### src/mul_pkg.sv
// constants and register map for the registered 16x16 array multiplier
package mul_pkg;

  // operand and product widths
  localparam int unsigned OP_W   = 16;
  localparam int unsigned PROD_W = 32;

  // product fifo shape
  localparam int unsigned FIFO_DEPTH = 8;
  localparam int unsigned FIFO_AW    = 3;
  localparam int unsigned FIFO_CW    = 4;

  // apb register byte offsets
  localparam logic [7:0] CTRL_OFF    = 8'h00;
  localparam logic [7:0] STATUS_OFF  = 8'h04;
  localparam logic [7:0] PRODUCT_OFF = 8'h08;
  localparam logic [7:0] OPERAND_OFF = 8'h0c;

  // control register fields
  localparam int unsigned CTRL_PUSH_EN_BIT = 0;
  localparam logic [31:0] CTRL_RESET       = 32'h0000_0001;

  // status register fields
  localparam int unsigned STAT_EMPTY_BIT = 0;
  localparam int unsigned STAT_FULL_BIT  = 1;
  localparam int unsigned STAT_OVF_BIT   = 2;
  localparam int unsigned STAT_CNT_LSB   = 4;

  // rounding constants, one into the bit just below the lsb of the upper half
  localparam logic [PROD_W-1:0] ROUND_FULL  = 32'h0000_8000;
  localparam logic [PROD_W-1:0] ROUND_SHIFT = 32'h0000_4000;

  // reset values of datapath registers
  localparam logic [OP_W-1:0]   OP_RESET   = 16'h0000;
  localparam logic [PROD_W-1:0] PROD_RESET = 32'h0000_0000;

endpackage

### src/mul_top.sv
// registered 16x16 array multiplier with product fifo and apb register access
//
// Summary of operation
// - multiply two 16-bit operands, any sign mix
// - mode bit 0 unsigned, 1 two's complement
// - x operand captured on x clock rise
// - y operand captured from shared pins
// - lower half loaded on lower product clock
// - four independent register clocks, upper separate
// - format high full, low shifted 31-bit
// - passthrough makes both product registers transparent
// - half select low upper, high lower
// - product port has its own enable
// - lower half drives back on y pins
// - y pin driver gated by own enable
// - rounding adds one into lower portion
// - round request captured by x or y clock
//
// Added by the designer: the register addresses and the APB interface to the registers.

// fifo of products, parameterised width and depth, flop storage
module mul_fifo #(
  parameter int unsigned WIDTH = 32,
  parameter int unsigned DEPTH = 8,
  parameter int unsigned AW    = 3,
  parameter int unsigned CW    = 4
) (
  // clock, reset, enable
  input  wire logic             pclk,
  input  wire logic             presetn,
  input  wire logic             clk_en,
  // fill side
  input  wire logic             in_valid,
  output logic                  in_ready,
  input  wire logic [WIDTH-1:0] in_data,
  // drain side
  output logic                  out_valid,
  input  wire logic             out_ready,
  output logic [WIDTH-1:0]      out_data,
  // fill level
  output logic [CW-1:0]         level
);

  logic [WIDTH-1:0] mem_q [DEPTH];   // storage words
  logic [AW-1:0]    wr_q;            // write index
  logic [AW-1:0]    rd_q;            // read index
  logic [CW-1:0]    cnt_q;           // words held

  wire push = in_valid & in_ready;   // accepted word
  wire pop  = out_valid & out_ready; // drained word

  // honest flags straight from the count
  assign in_ready  = (cnt_q != CW'(DEPTH));
  assign out_valid = (cnt_q != '0);
  assign out_data  = mem_q[rd_q];
  assign level     = cnt_q;

  // pointers and count
  always_ff @(posedge pclk or negedge presetn)
  begin
    if (!presetn)
    begin
      wr_q  <= '0;
      rd_q  <= '0;
      cnt_q <= '0;
    end
    else if (clk_en)
    begin
      if (push)
        wr_q <= (wr_q == AW'(DEPTH - 1)) ? '0 : wr_q + 1'b1;
      if (pop)
        rd_q <= (rd_q == AW'(DEPTH - 1)) ? '0 : rd_q + 1'b1;
      cnt_q <= cnt_q + CW'(push) - CW'(pop);
    end
  end

  // storage words, one per generate slot
  for (genvar i = 0; i < DEPTH; i++)
  begin : g_word
    always_ff @(posedge pclk or negedge presetn)
    begin
      if (!presetn)
        mem_q[i] <= '0;
      else if (clk_en && push && wr_q == AW'(i))
        mem_q[i] <= in_data;
    end
  end

endmodule

// the multiplier itself
module mul_top (
  // system clock and reset
  input  wire logic        pclk,
  input  wire logic        presetn,
  input  wire logic        clk_en,
  // apb slave
  input  wire logic        psel,
  input  wire logic        penable,
  input  wire logic        pwrite,
  input  wire logic [7:0]  paddr,
  input  wire logic [31:0] pwdata,
  output logic [31:0]      prdata,
  output logic             pready,
  output logic             pslverr,
  // register clocks, sampled as synchronous levels
  input  wire logic        x_operand_clock,
  input  wire logic        y_operand_clock,
  input  wire logic        upper_product_clock,
  input  wire logic        lower_product_clock,
  // operand inputs and modes
  input  wire logic [15:0] x_data,
  input  wire logic        x_sign_mode,
  input  wire logic        y_sign_mode,
  input  wire logic        round_request,
  // product control
  input  wire logic        format_select,
  input  wire logic        passthrough_control,
  input  wire logic        output_half_select,
  input  wire logic        product_port_enable_n,
  input  wire logic        lower_half_y_enable_n,
  // product port, three-state as value and enable
  output logic [15:0]      product_out,
  output logic             product_oe,
  // shared y pins, three-state as in, out and enable
  input  wire logic [15:0] y_in,
  output logic [15:0]      y_out,
  output logic             y_oe,
  // fill side ready of the product fifo
  output logic             product_fifo_ready
);

  // previous levels of the four register clocks
  logic xclk_q;
  logic yclk_q;
  logic mclk_q;
  logic lclk_q;

  // input registers
  logic [15:0] x_q;                 // x operand
  logic        xmode_q;             // x sign mode
  logic [15:0] y_q;                 // y operand
  logic        ymode_q;             // y sign mode
  logic        round_q;             // round request

  // product registers
  logic [15:0] upper_q;             // upper product half
  logic [15:0] lower_q;             // lower product half

  // pin output flops
  logic [15:0] pout_q;
  logic        poe_q;
  logic [15:0] yout_q;
  logic        yoe_q;
  logic        fready_q;

  // apb state
  logic        ctrl_push_q;         // products enter fifo when set
  logic        ovf_q;               // sticky: product lost on full fifo
  logic [31:0] prdata_q;
  logic        pready_q;
  logic        pslverr_q;

  // rising edges of the register clocks; inputs are already synchronous
  wire x_rise = x_operand_clock & ~xclk_q;
  wire y_rise = y_operand_clock & ~yclk_q;
  wire m_rise = upper_product_clock & ~mclk_q;
  wire l_rise = lower_product_clock & ~lclk_q;

  // operand extension to 17 bits by mode, then a signed product
  wire signed [16:0] x_ext = {xmode_q & x_q[15], x_q};
  wire signed [16:0] y_ext = {ymode_q & y_q[15], y_q};
  wire signed [33:0] prod_full = x_ext * y_ext;
  wire [31:0]        prod_raw  = prod_full[31:0];

  // rounding into the bit just below the lsb of what becomes the upper half
  wire [31:0] round_add  = format_select ? mul_pkg::ROUND_FULL : mul_pkg::ROUND_SHIFT;
  wire [31:0] prod_round = prod_raw + (round_q ? round_add : 32'h0000_0000);

  // format adjust: shifted form keeps sign in lower msb
  wire [15:0] upper_d = format_select ? prod_round[31:16]
                                      : prod_round[30:15];
  wire [15:0] lower_d = format_select ? prod_round[15:0]
                                      : {prod_round[31], prod_round[14:0]};

  // load strobes; passthrough loads every cycle so the product follows
  wire upper_ld = m_rise | passthrough_control;
  wire lower_ld = l_rise | passthrough_control;

  // fifo wiring
  wire        fifo_in_ready;
  wire        fifo_out_valid;
  wire [31:0] fifo_out_data;
  wire [3:0]  fifo_level;

  // apb decode
  wire setup    = psel & ~penable;
  wire access   = psel & penable & pready_q;
  wire wr_done  = access & pwrite;
  wire rd_done  = access & ~pwrite;
  wire hit_ctrl = (paddr == mul_pkg::CTRL_OFF);
  wire hit_stat = (paddr == mul_pkg::STATUS_OFF);
  wire hit_prod = (paddr == mul_pkg::PRODUCT_OFF);
  wire hit_oper = (paddr == mul_pkg::OPERAND_OFF);
  wire mapped   = hit_ctrl | hit_stat | hit_prod | hit_oper;

  // each upper product clock rise offers the whole product to the fifo while push is enabled
  wire push_req  = m_rise & ctrl_push_q;
  wire push_lost = push_req & ~fifo_in_ready;
  wire pop_req   = rd_done & hit_prod & fifo_out_valid;
  wire ovf_clr   = wr_done & hit_stat & pwdata[mul_pkg::STAT_OVF_BIT];

  // status word
  wire [31:0] status_word = {24'h00_0000, fifo_level,
                             1'b0, ovf_q, ~fifo_in_ready, ~fifo_out_valid};

  // read data selection
  wire [31:0] rdata_sel = hit_ctrl ? {31'h0000_0000, ctrl_push_q} :
                          hit_stat ? status_word :
                          hit_prod ? (fifo_out_valid ? fifo_out_data : 32'h0000_0000) :
                          hit_oper ? {y_q, x_q} : 32'h0000_0000;

  // product fifo between the multiplier and software
  mul_fifo #(
    .WIDTH (mul_pkg::PROD_W),
    .DEPTH (mul_pkg::FIFO_DEPTH),
    .AW    (mul_pkg::FIFO_AW),
    .CW    (mul_pkg::FIFO_CW)
  ) u_fifo (
    .pclk      (pclk),
    .presetn   (presetn),
    .clk_en    (clk_en),
    .in_valid  (push_req),
    .in_ready  (fifo_in_ready),
    .in_data   ({upper_d, lower_d}),
    .out_valid (fifo_out_valid),
    .out_ready (pop_req),
    .out_data  (fifo_out_data),
    .level     (fifo_level)
  );

  // clock edge history
  always_ff @(posedge pclk or negedge presetn)
  begin
    if (!presetn)
    begin
      xclk_q <= 1'b0;
      yclk_q <= 1'b0;
      mclk_q <= 1'b0;
      lclk_q <= 1'b0;
    end
    else if (clk_en)
    begin
      xclk_q <= x_operand_clock;
      yclk_q <= y_operand_clock;
      mclk_q <= upper_product_clock;
      lclk_q <= lower_product_clock;
    end
  end

  // x input register with its mode
  always_ff @(posedge pclk or negedge presetn)
  begin
    if (!presetn)
    begin
      x_q     <= mul_pkg::OP_RESET;
      xmode_q <= 1'b0;
    end
    else if (clk_en && x_rise)
    begin
      x_q     <= x_data;
      xmode_q <= x_sign_mode;
    end
  end

  // y input register from the shared pins, with its mode
  always_ff @(posedge pclk or negedge presetn)
  begin
    if (!presetn)
    begin
      y_q     <= mul_pkg::OP_RESET;
      ymode_q <= 1'b0;
    end
    else if (clk_en && y_rise)
    begin
      y_q     <= y_in;
      ymode_q <= y_sign_mode;
    end
  end

  // round request strobed by either operand clock
  always_ff @(posedge pclk or negedge presetn)
  begin
    if (!presetn)
      round_q <= 1'b0;
    else if (clk_en && (x_rise || y_rise))
      round_q <= round_request;
  end

  // upper product register on its own clock
  always_ff @(posedge pclk or negedge presetn)
  begin
    if (!presetn)
      upper_q <= mul_pkg::OP_RESET;
    else if (clk_en && upper_ld)
      upper_q <= upper_d;
  end

  // lower product register on its own clock
  always_ff @(posedge pclk or negedge presetn)
  begin
    if (!presetn)
      lower_q <= mul_pkg::OP_RESET;
    else if (clk_en && lower_ld)
      lower_q <= lower_d;
  end

  // pin drivers; one cycle behind the product registers, outputs stay flopped
  always_ff @(posedge pclk or negedge presetn)
  begin
    if (!presetn)
    begin
      pout_q   <= mul_pkg::OP_RESET;
      poe_q    <= 1'b0;
      yout_q   <= mul_pkg::OP_RESET;
      yoe_q    <= 1'b0;
      fready_q <= 1'b0;
    end
    else if (clk_en)
    begin
      pout_q   <= output_half_select ? lower_q : upper_q;
      poe_q    <= ~product_port_enable_n;
      yout_q   <= lower_q;
      yoe_q    <= ~lower_half_y_enable_n;
      fready_q <= fifo_in_ready;
    end
  end

  // control register and sticky overflow; a new loss beats the clear
  always_ff @(posedge pclk or negedge presetn)
  begin
    if (!presetn)
    begin
      ctrl_push_q <= mul_pkg::CTRL_RESET[mul_pkg::CTRL_PUSH_EN_BIT];
      ovf_q       <= 1'b0;
    end
    else if (clk_en)
    begin
      if (wr_done && hit_ctrl)
        ctrl_push_q <= pwdata[mul_pkg::CTRL_PUSH_EN_BIT];
      if (push_lost)
        ovf_q <= 1'b1;
      else if (ovf_clr)
        ovf_q <= 1'b0;
    end
  end

  // apb answer: data latched in setup, pready in the first access cycle
  always_ff @(posedge pclk or negedge presetn)
  begin
    if (!presetn)
    begin
      prdata_q  <= 32'h0000_0000;
      pready_q  <= 1'b0;
      pslverr_q <= 1'b0;
    end
    else if (clk_en)
    begin
      pready_q <= setup;
      if (setup)
      begin
        prdata_q  <= pwrite ? 32'h0000_0000 : rdata_sel;
        pslverr_q <= ~mapped;
      end
      else if (access)
      begin
        prdata_q  <= 32'h0000_0000;
        pslverr_q <= 1'b0;
      end
    end
  end

  // ports
  assign prdata             = prdata_q;
  assign pready             = pready_q;
  assign pslverr            = pslverr_q;
  assign product_out        = pout_q;
  assign product_oe         = poe_q;
  assign y_out              = yout_q;
  assign y_oe               = yoe_q;
  assign product_fifo_ready = fready_q;

endmodule

### config.mk
export PLATFORM = sky130hd
export DESIGN_NAME = mul_top
export DESIGN_NICKNAME = d
export VERILOG_FILES = /design/src/mul_pkg.sv /design/src/mul_top.sv
export SDC_FILE = /design/constraint.sdc
export NUM_CORES = 1
export LEC_CHECK = 0
export BUFFER_PORTS_ARGS = -buffer_cell sky130_fd_sc_hd__buf_2
export CAP_MARGIN = 20
export CORE_MARGIN = 2
export CORE_UTILIZATION = 45
export CTS_CLUSTER_DIAMETER = 100
export DETAILED_ROUTE_END_ITERATION = 10
export HOLD_SLACK_MARGIN = 0.02
export PLACE_DENSITY = 0.72
export SLEW_MARGIN = 20
export SYNTH_ARGS = -nofsm -noshare
export SYNTH_HDL_FRONTEND = slang
export SYNTH_HIERARCHICAL = 1
export SYNTH_SLANG_ARGS = --single-unit
### constraint.sdc
create_clock -name pclk -period 15.29 [get_ports pclk]
set_clock_uncertainty 0.15 [all_clocks]
set_input_delay 2.2935 -clock pclk [delete_from_list [all_inputs] [get_ports pclk]]
set_output_delay 2.2935 -clock pclk [all_outputs]
set_load 0.01 [all_outputs]
# --- Yosys cells after proc, flatten, opt, wreduce, memory -nomap -nowiden ---
# Cells that the tools add are included.
totals:
  input_bits: 90
  register_bits: 408
  output_inout_bits: 69
classes:
  reduce_logical: 26
  n_eq_ne: 12
  add_sub_neg: 5
  bitwise: 36
  muxes: 22
  multipliers: 1
  magnitude_cmp: 1
op_table:
  columns: ["op", "count"]
  rows:
  - ["$mux W32", 10]
  - ["$bmux W32 S3", 1]
  - ["$mux W16", 5]
  - ["$add A32 B16 Y32", 1]
  - ["$mul A17 B17 Y32", 1]
  - ["$and A1 B1 Y1", 19]
  - ["$eq A8 B4 Y1 const B", 2]
  - ["$eq A3 B3 Y1 const B", 5]
  - ["$logic_and A1 B1 Y1", 15]
  - ["$not A1 Y1", 11]
  - ["$reduce_and A2 Y1", 5]
  - ["$eq A8 B3 Y1 const B", 1]
  - ["$logic_not A8 Y1", 1]
  - ["$add A3 B1 Y3 const B", 2]
  - ["$eq A3 B2 Y1 const B", 2]
  - ["$mux W3", 2]
  - ["$or A1 B1 Y1", 5]
  - ["$add A4 B1 Y4", 1]
  - ["$ge A4 B4 Y1 const B", 1]
  - ["$mux W1", 4]
  - ["$ne A4 B4 Y1 const B", 1]
  - ["$not A3 Y4", 1]
  - ["$reduce_bool A2 Y1", 2]
  - ["$reduce_bool A4 Y1", 1]
  - ["4 further kinds", 4]

# --- Logic depth before layout (Yosys ltp) ---
depth:
  word_depth: 10
  ltp_mapped: 27
  mapped_depth_nobuf: 25

# --- Hierarchy ---
# Netlist, hierarchy kept.
by_module_without_submodules:
  columns: ["mod", "instances", "seq_area_each_um2", "cells_per_inst", "area_per_inst_um2"]
  rows:
  - ["mul_top", 1, 3554.7, 1767, 16812.4]
  - ["mul_fifo", 1, 6656.4, 733, 12274.3]

# --- Worst setup path before layout ---
# Ideal clock, no wire load.
synth_timing:
  path_type: "input port to flip-flop"
  start: "input format_select"
  end: "register u_fifo/mem_q[186] (netlist name)"
  arrival_time_ps: 8057
  path_stages: 24
  path_slack_ps: 6956
  setup_time_ps: 128
  cell_sequence: "clkbuf_1 -> inv_1 -> buf_1 -> clkbuf_1 -> nand2_1 -> fa_1 -> inv_1 -> fa_1 -> fa_1 -> inv_1 -> fa_1 -> fa_1 -> inv_1 -> ha_1 -> nand2_1 -> nor2_1 -> nand3_1 -> or3_1 -> buf_4 -> nand3_1 -> a311oi_2 -> xnor2_1 -> o21ai_0 -> mux2_1"
synth_via:
  elab_chain_len: 4
synth_lines:
  columns: ["item", "line_no", "text"]
  rows:
  - ["start, declared", "mul_top.sv:117", "input wire logic format_select,"]
  - ["$mux W16", "mul_top.sv:177", "wire [31:0] round_add = format_select ? mul_pkg::ROUND_FULL : mul_pkg::ROUND_SHIFT;"]
  - ["$mux W16", "mul_top.sv:178", "wire [31:0] prod_round = prod_raw + (round_q ? round_add : 32'h0000_0000);"]
  - ["$add A32 B16 Y32", "mul_top.sv:178", null]
  - ["$mux W16 (*)", "mul_top.sv:181", "wire [15:0] upper_d = format_select ? prod_round[31:16]"]
  - ["named net upper_d[10]", "mul_top.sv:181", null]
  - ["end signal, assigned by index", "mul_top.sv:85", "mem_q[i] <= in_data;"]
  - ["end, declared", "mul_top.sv:44", "logic [WIDTH-1:0] mem_q [DEPTH];"]
# Mark *: on every way through the listed nets, which the timed path passes. The rest lies on a longest branch.
# A chain may end at the register's enable or synchronous reset.

# --- Final worst setup path ---
layout_timing:
  start: "input format_select"
  end: "register u_fifo/mem_q[57] (netlist name)"
# Same word-level chain as after synthesis.

==> results.ini <==
[outcome]
status = completed

[place]
gp_congestion = 0.883
placed_cells = 3368
place_hpwl_microns = 52600
portBuffers = 128

[grt]
grt_max_degree = 127
grt_pass1_wl_microns = 118000
antenna_found_initial = 0
overflow = 0
grt_usage = 0.231
grt_pass1_vias = 20923

[setup_path]
worstPathRequired_ns = 15.63
critPathMostFrequentCell = fa_1
max_stage_delay_ns = 0.64
critPathKind = input port to register
crit_slowest_cell = inv_1
critPathMaxFanout = 22
end_kind = register
crit_chain = buf_2, inv_1, nand2_1, fa_1, inv_1, fa_1, fa_1, inv_1, fa_1, fa_1, inv_1, ha_1, nand2_1, nor2_1, nand3_1, or3_1, nand3_1, a311oi_2, xnor2_1, o21ai_0, mux2_2
worstPathArrival_ns = 9.11
start_kind = input port
rrSetupSlack_ns = 6.71

[floorplanning]
core_area_sq_um = 64200
start_util = 0.453
die_w_microns = 258
rows = 93
die-area_sq_um = 66700
die_h_microns = 258
ios = 159

[cells_and_area]
fillCellCount = 5585
multi_input_area_sq_um = 16900
drive_gt1_frac = 0.264
nets = 3030
fin_cells = 3454
num_antenna_cells = 0
final_util = 0.498
syn_to_final_growth_pct = 9.89
seqCellArea_sq_um = 10200

[sta]
timing.fmax_mhz = 114
slew-limit-headroom = 0.250
fin_setup_tns_ns = 0
rsz0062_at_grt = no
final.period_utilization = 0.573
finalHoldViolCount = 0
fin_crit_ns = 8.77
drv_slew = 0
setup_viol = 0
worst_pin_slew_ns = 1.12
hold_slack_ns = 0.325

[synthesis]
synth_top_area_frac = 0.350
synth-seq-cells = 408
seq_area_frac_synth = 0.351
synth.distinct_cells = 67
synth_top_flop_cell = dfrtp_1
synth_nets = 2969
yosys.area.top_type = dfrtp_1
syn_avg_cell_area_sq_um = 11.6
yosysWarnings = 6
async_flop_share = 1.00
synth_edf_count = 0
synth_area_sq_um = 29100
syn-instance-count = 2500
synthTopCellsByArea = dfrtp_1 35%, fa_1 20%, mux2_2 14%
synthTopCellsByCount = 407 x dfrtp_1, 355 x mux2_2, 340 x inv_1
synth_most_common_cell = dfrtp_1

[routing]
drtPass1Iterations = 7
wl_microns = 74100
num_vias = 18992
vias_per_cell = 5.50
routedWlPerCell_microns = 21.4
drc = 0
antenna_left = 0
drtIter0Drc = 1408

[clocking]
postCtsSetupRepairBufs = 0
htreeDepth = 2
cts-root-buf = clkbuf_16
cts.sinks = 408
cts_buffers = 46
clk-insertion-delay-late_ns = 0.61
ctsLongestPathBuffers = 3
clk_pin_slew_ns = 0.06
ctsResizeCount = 0
cts_hold_buf = 0
cts_tree = built

[worst_hold_path]
hp-class = register to register

[run]
drv_cap = 0

## metal layers
metal  vias to the layer above  track usage  wire, microns
li1                       8257            -              -
met1                      9918        0.300          30100
met2                       656        0.379          35900
met3                       161       0.0509           5380
met4                         0       0.0883           2740
met5                         -            0              0
## registers in the layout, summed over array words and instances, names as in the netlist, 3 cells and up
register / count
u_fifo/rd_q: 3
lower_q: 16
y_q: 16
x_q: 16
u_fifo/wr_q: 3
prdata: 32
product_out: 16
u_fifo/level: 4
u_fifo/mem_q: 256
upper_q: 16
y_out: 16
## cells in the final DEF, fill, tap and decap left out, types with 3 or more instances in the layout
cell type	instances
a21o_1	8
a21oi_1	71
a22oi_1	6
a31oi_1	13
and2_1	127
and3_1	9
buf_2	126
buf_4	28
bufinv_16	4
clkbuf_1	3
clkbuf_16	46
clkbuf_8	11
clkinv_2	9
clkinvlp_4	6
dfrtp_1	405
fa_1	285
ha_1	94
inv_1	340
mux2_1	17
mux2_2	355
mux2i_1	23
mux4_2	64
nand2_1	252
nand2b_1	5
nand3_1	11
nand3b_1	3
nor2_1	78
nor2b_1	11
nor3_1	5
nor3_4	6
nor4_1	3
o211ai_1	4
o21ai_0	61
o22ai_1	3
o31ai_1	4
or2_2	4
or3_1	4
xnor2_1	21
xor2_1	21
## final cells by class
type	instances	share of cell area
multi-input cells	1609	0.529
flip-flops and latches	408	0.320
clock buffers	60	0.0411
repair buffers	156	0.0271
well taps	855	0.0335
inverters	340	0.0399
clock inverters	26	0.0100
## worst max-delay path: cells and delay by family
family,cells,cell delay (ns)
adders and majority gates,6,2.88
and+or+nand+nor,6,1.29
buffers and inverters,5,1.04
AOI/OAI and AO/OA,2,0.61
xor gates and xnor gates,1,0.55
muxes,1,0.43
## kinds of logic after synthesis
kind of cell,count (synthesis),synth area share
AOI/OAI and AO/OA,198,0.0409
adders and majority gates,379,0.237
and+or+nand+nor,531,0.0890
DFF,408,0.351
muxes,459,0.201
buffers and inverters,483,0.0683
xor gates and xnor gates,42,0.0126
## stage by stage
step | setup slack [ns] | instance area, sq um
after detailed placement | 5.97 | 30300
after CTS | 6.60 | 32000
after global routing | 6.20 | 32000
final | 6.52 | 32000
after global placement | 6.09 | 30300
after floorplan | 6.96 | 29100
## final timing paths
check / from / endpoint / cells after the start
worst max-delay path: format_select / u_fifo/mem_q[57] / 21
worst min-delay path: prdata[0] / prdata[0] / 2
worst max register to register: y_q[15] / u_fifo/mem_q[57] / 21
worst min register to register: prdata[0] / prdata[0] / 2
max in group asynchronous: presetn / y_q[7] / 3
min in group asynchronous: presetn / u_fifo/mem_q[64] / 1
Power is left out: the tool's default activity adds up to more than one toggle a clock period on the data nets, which glitch-free logic cannot reach.
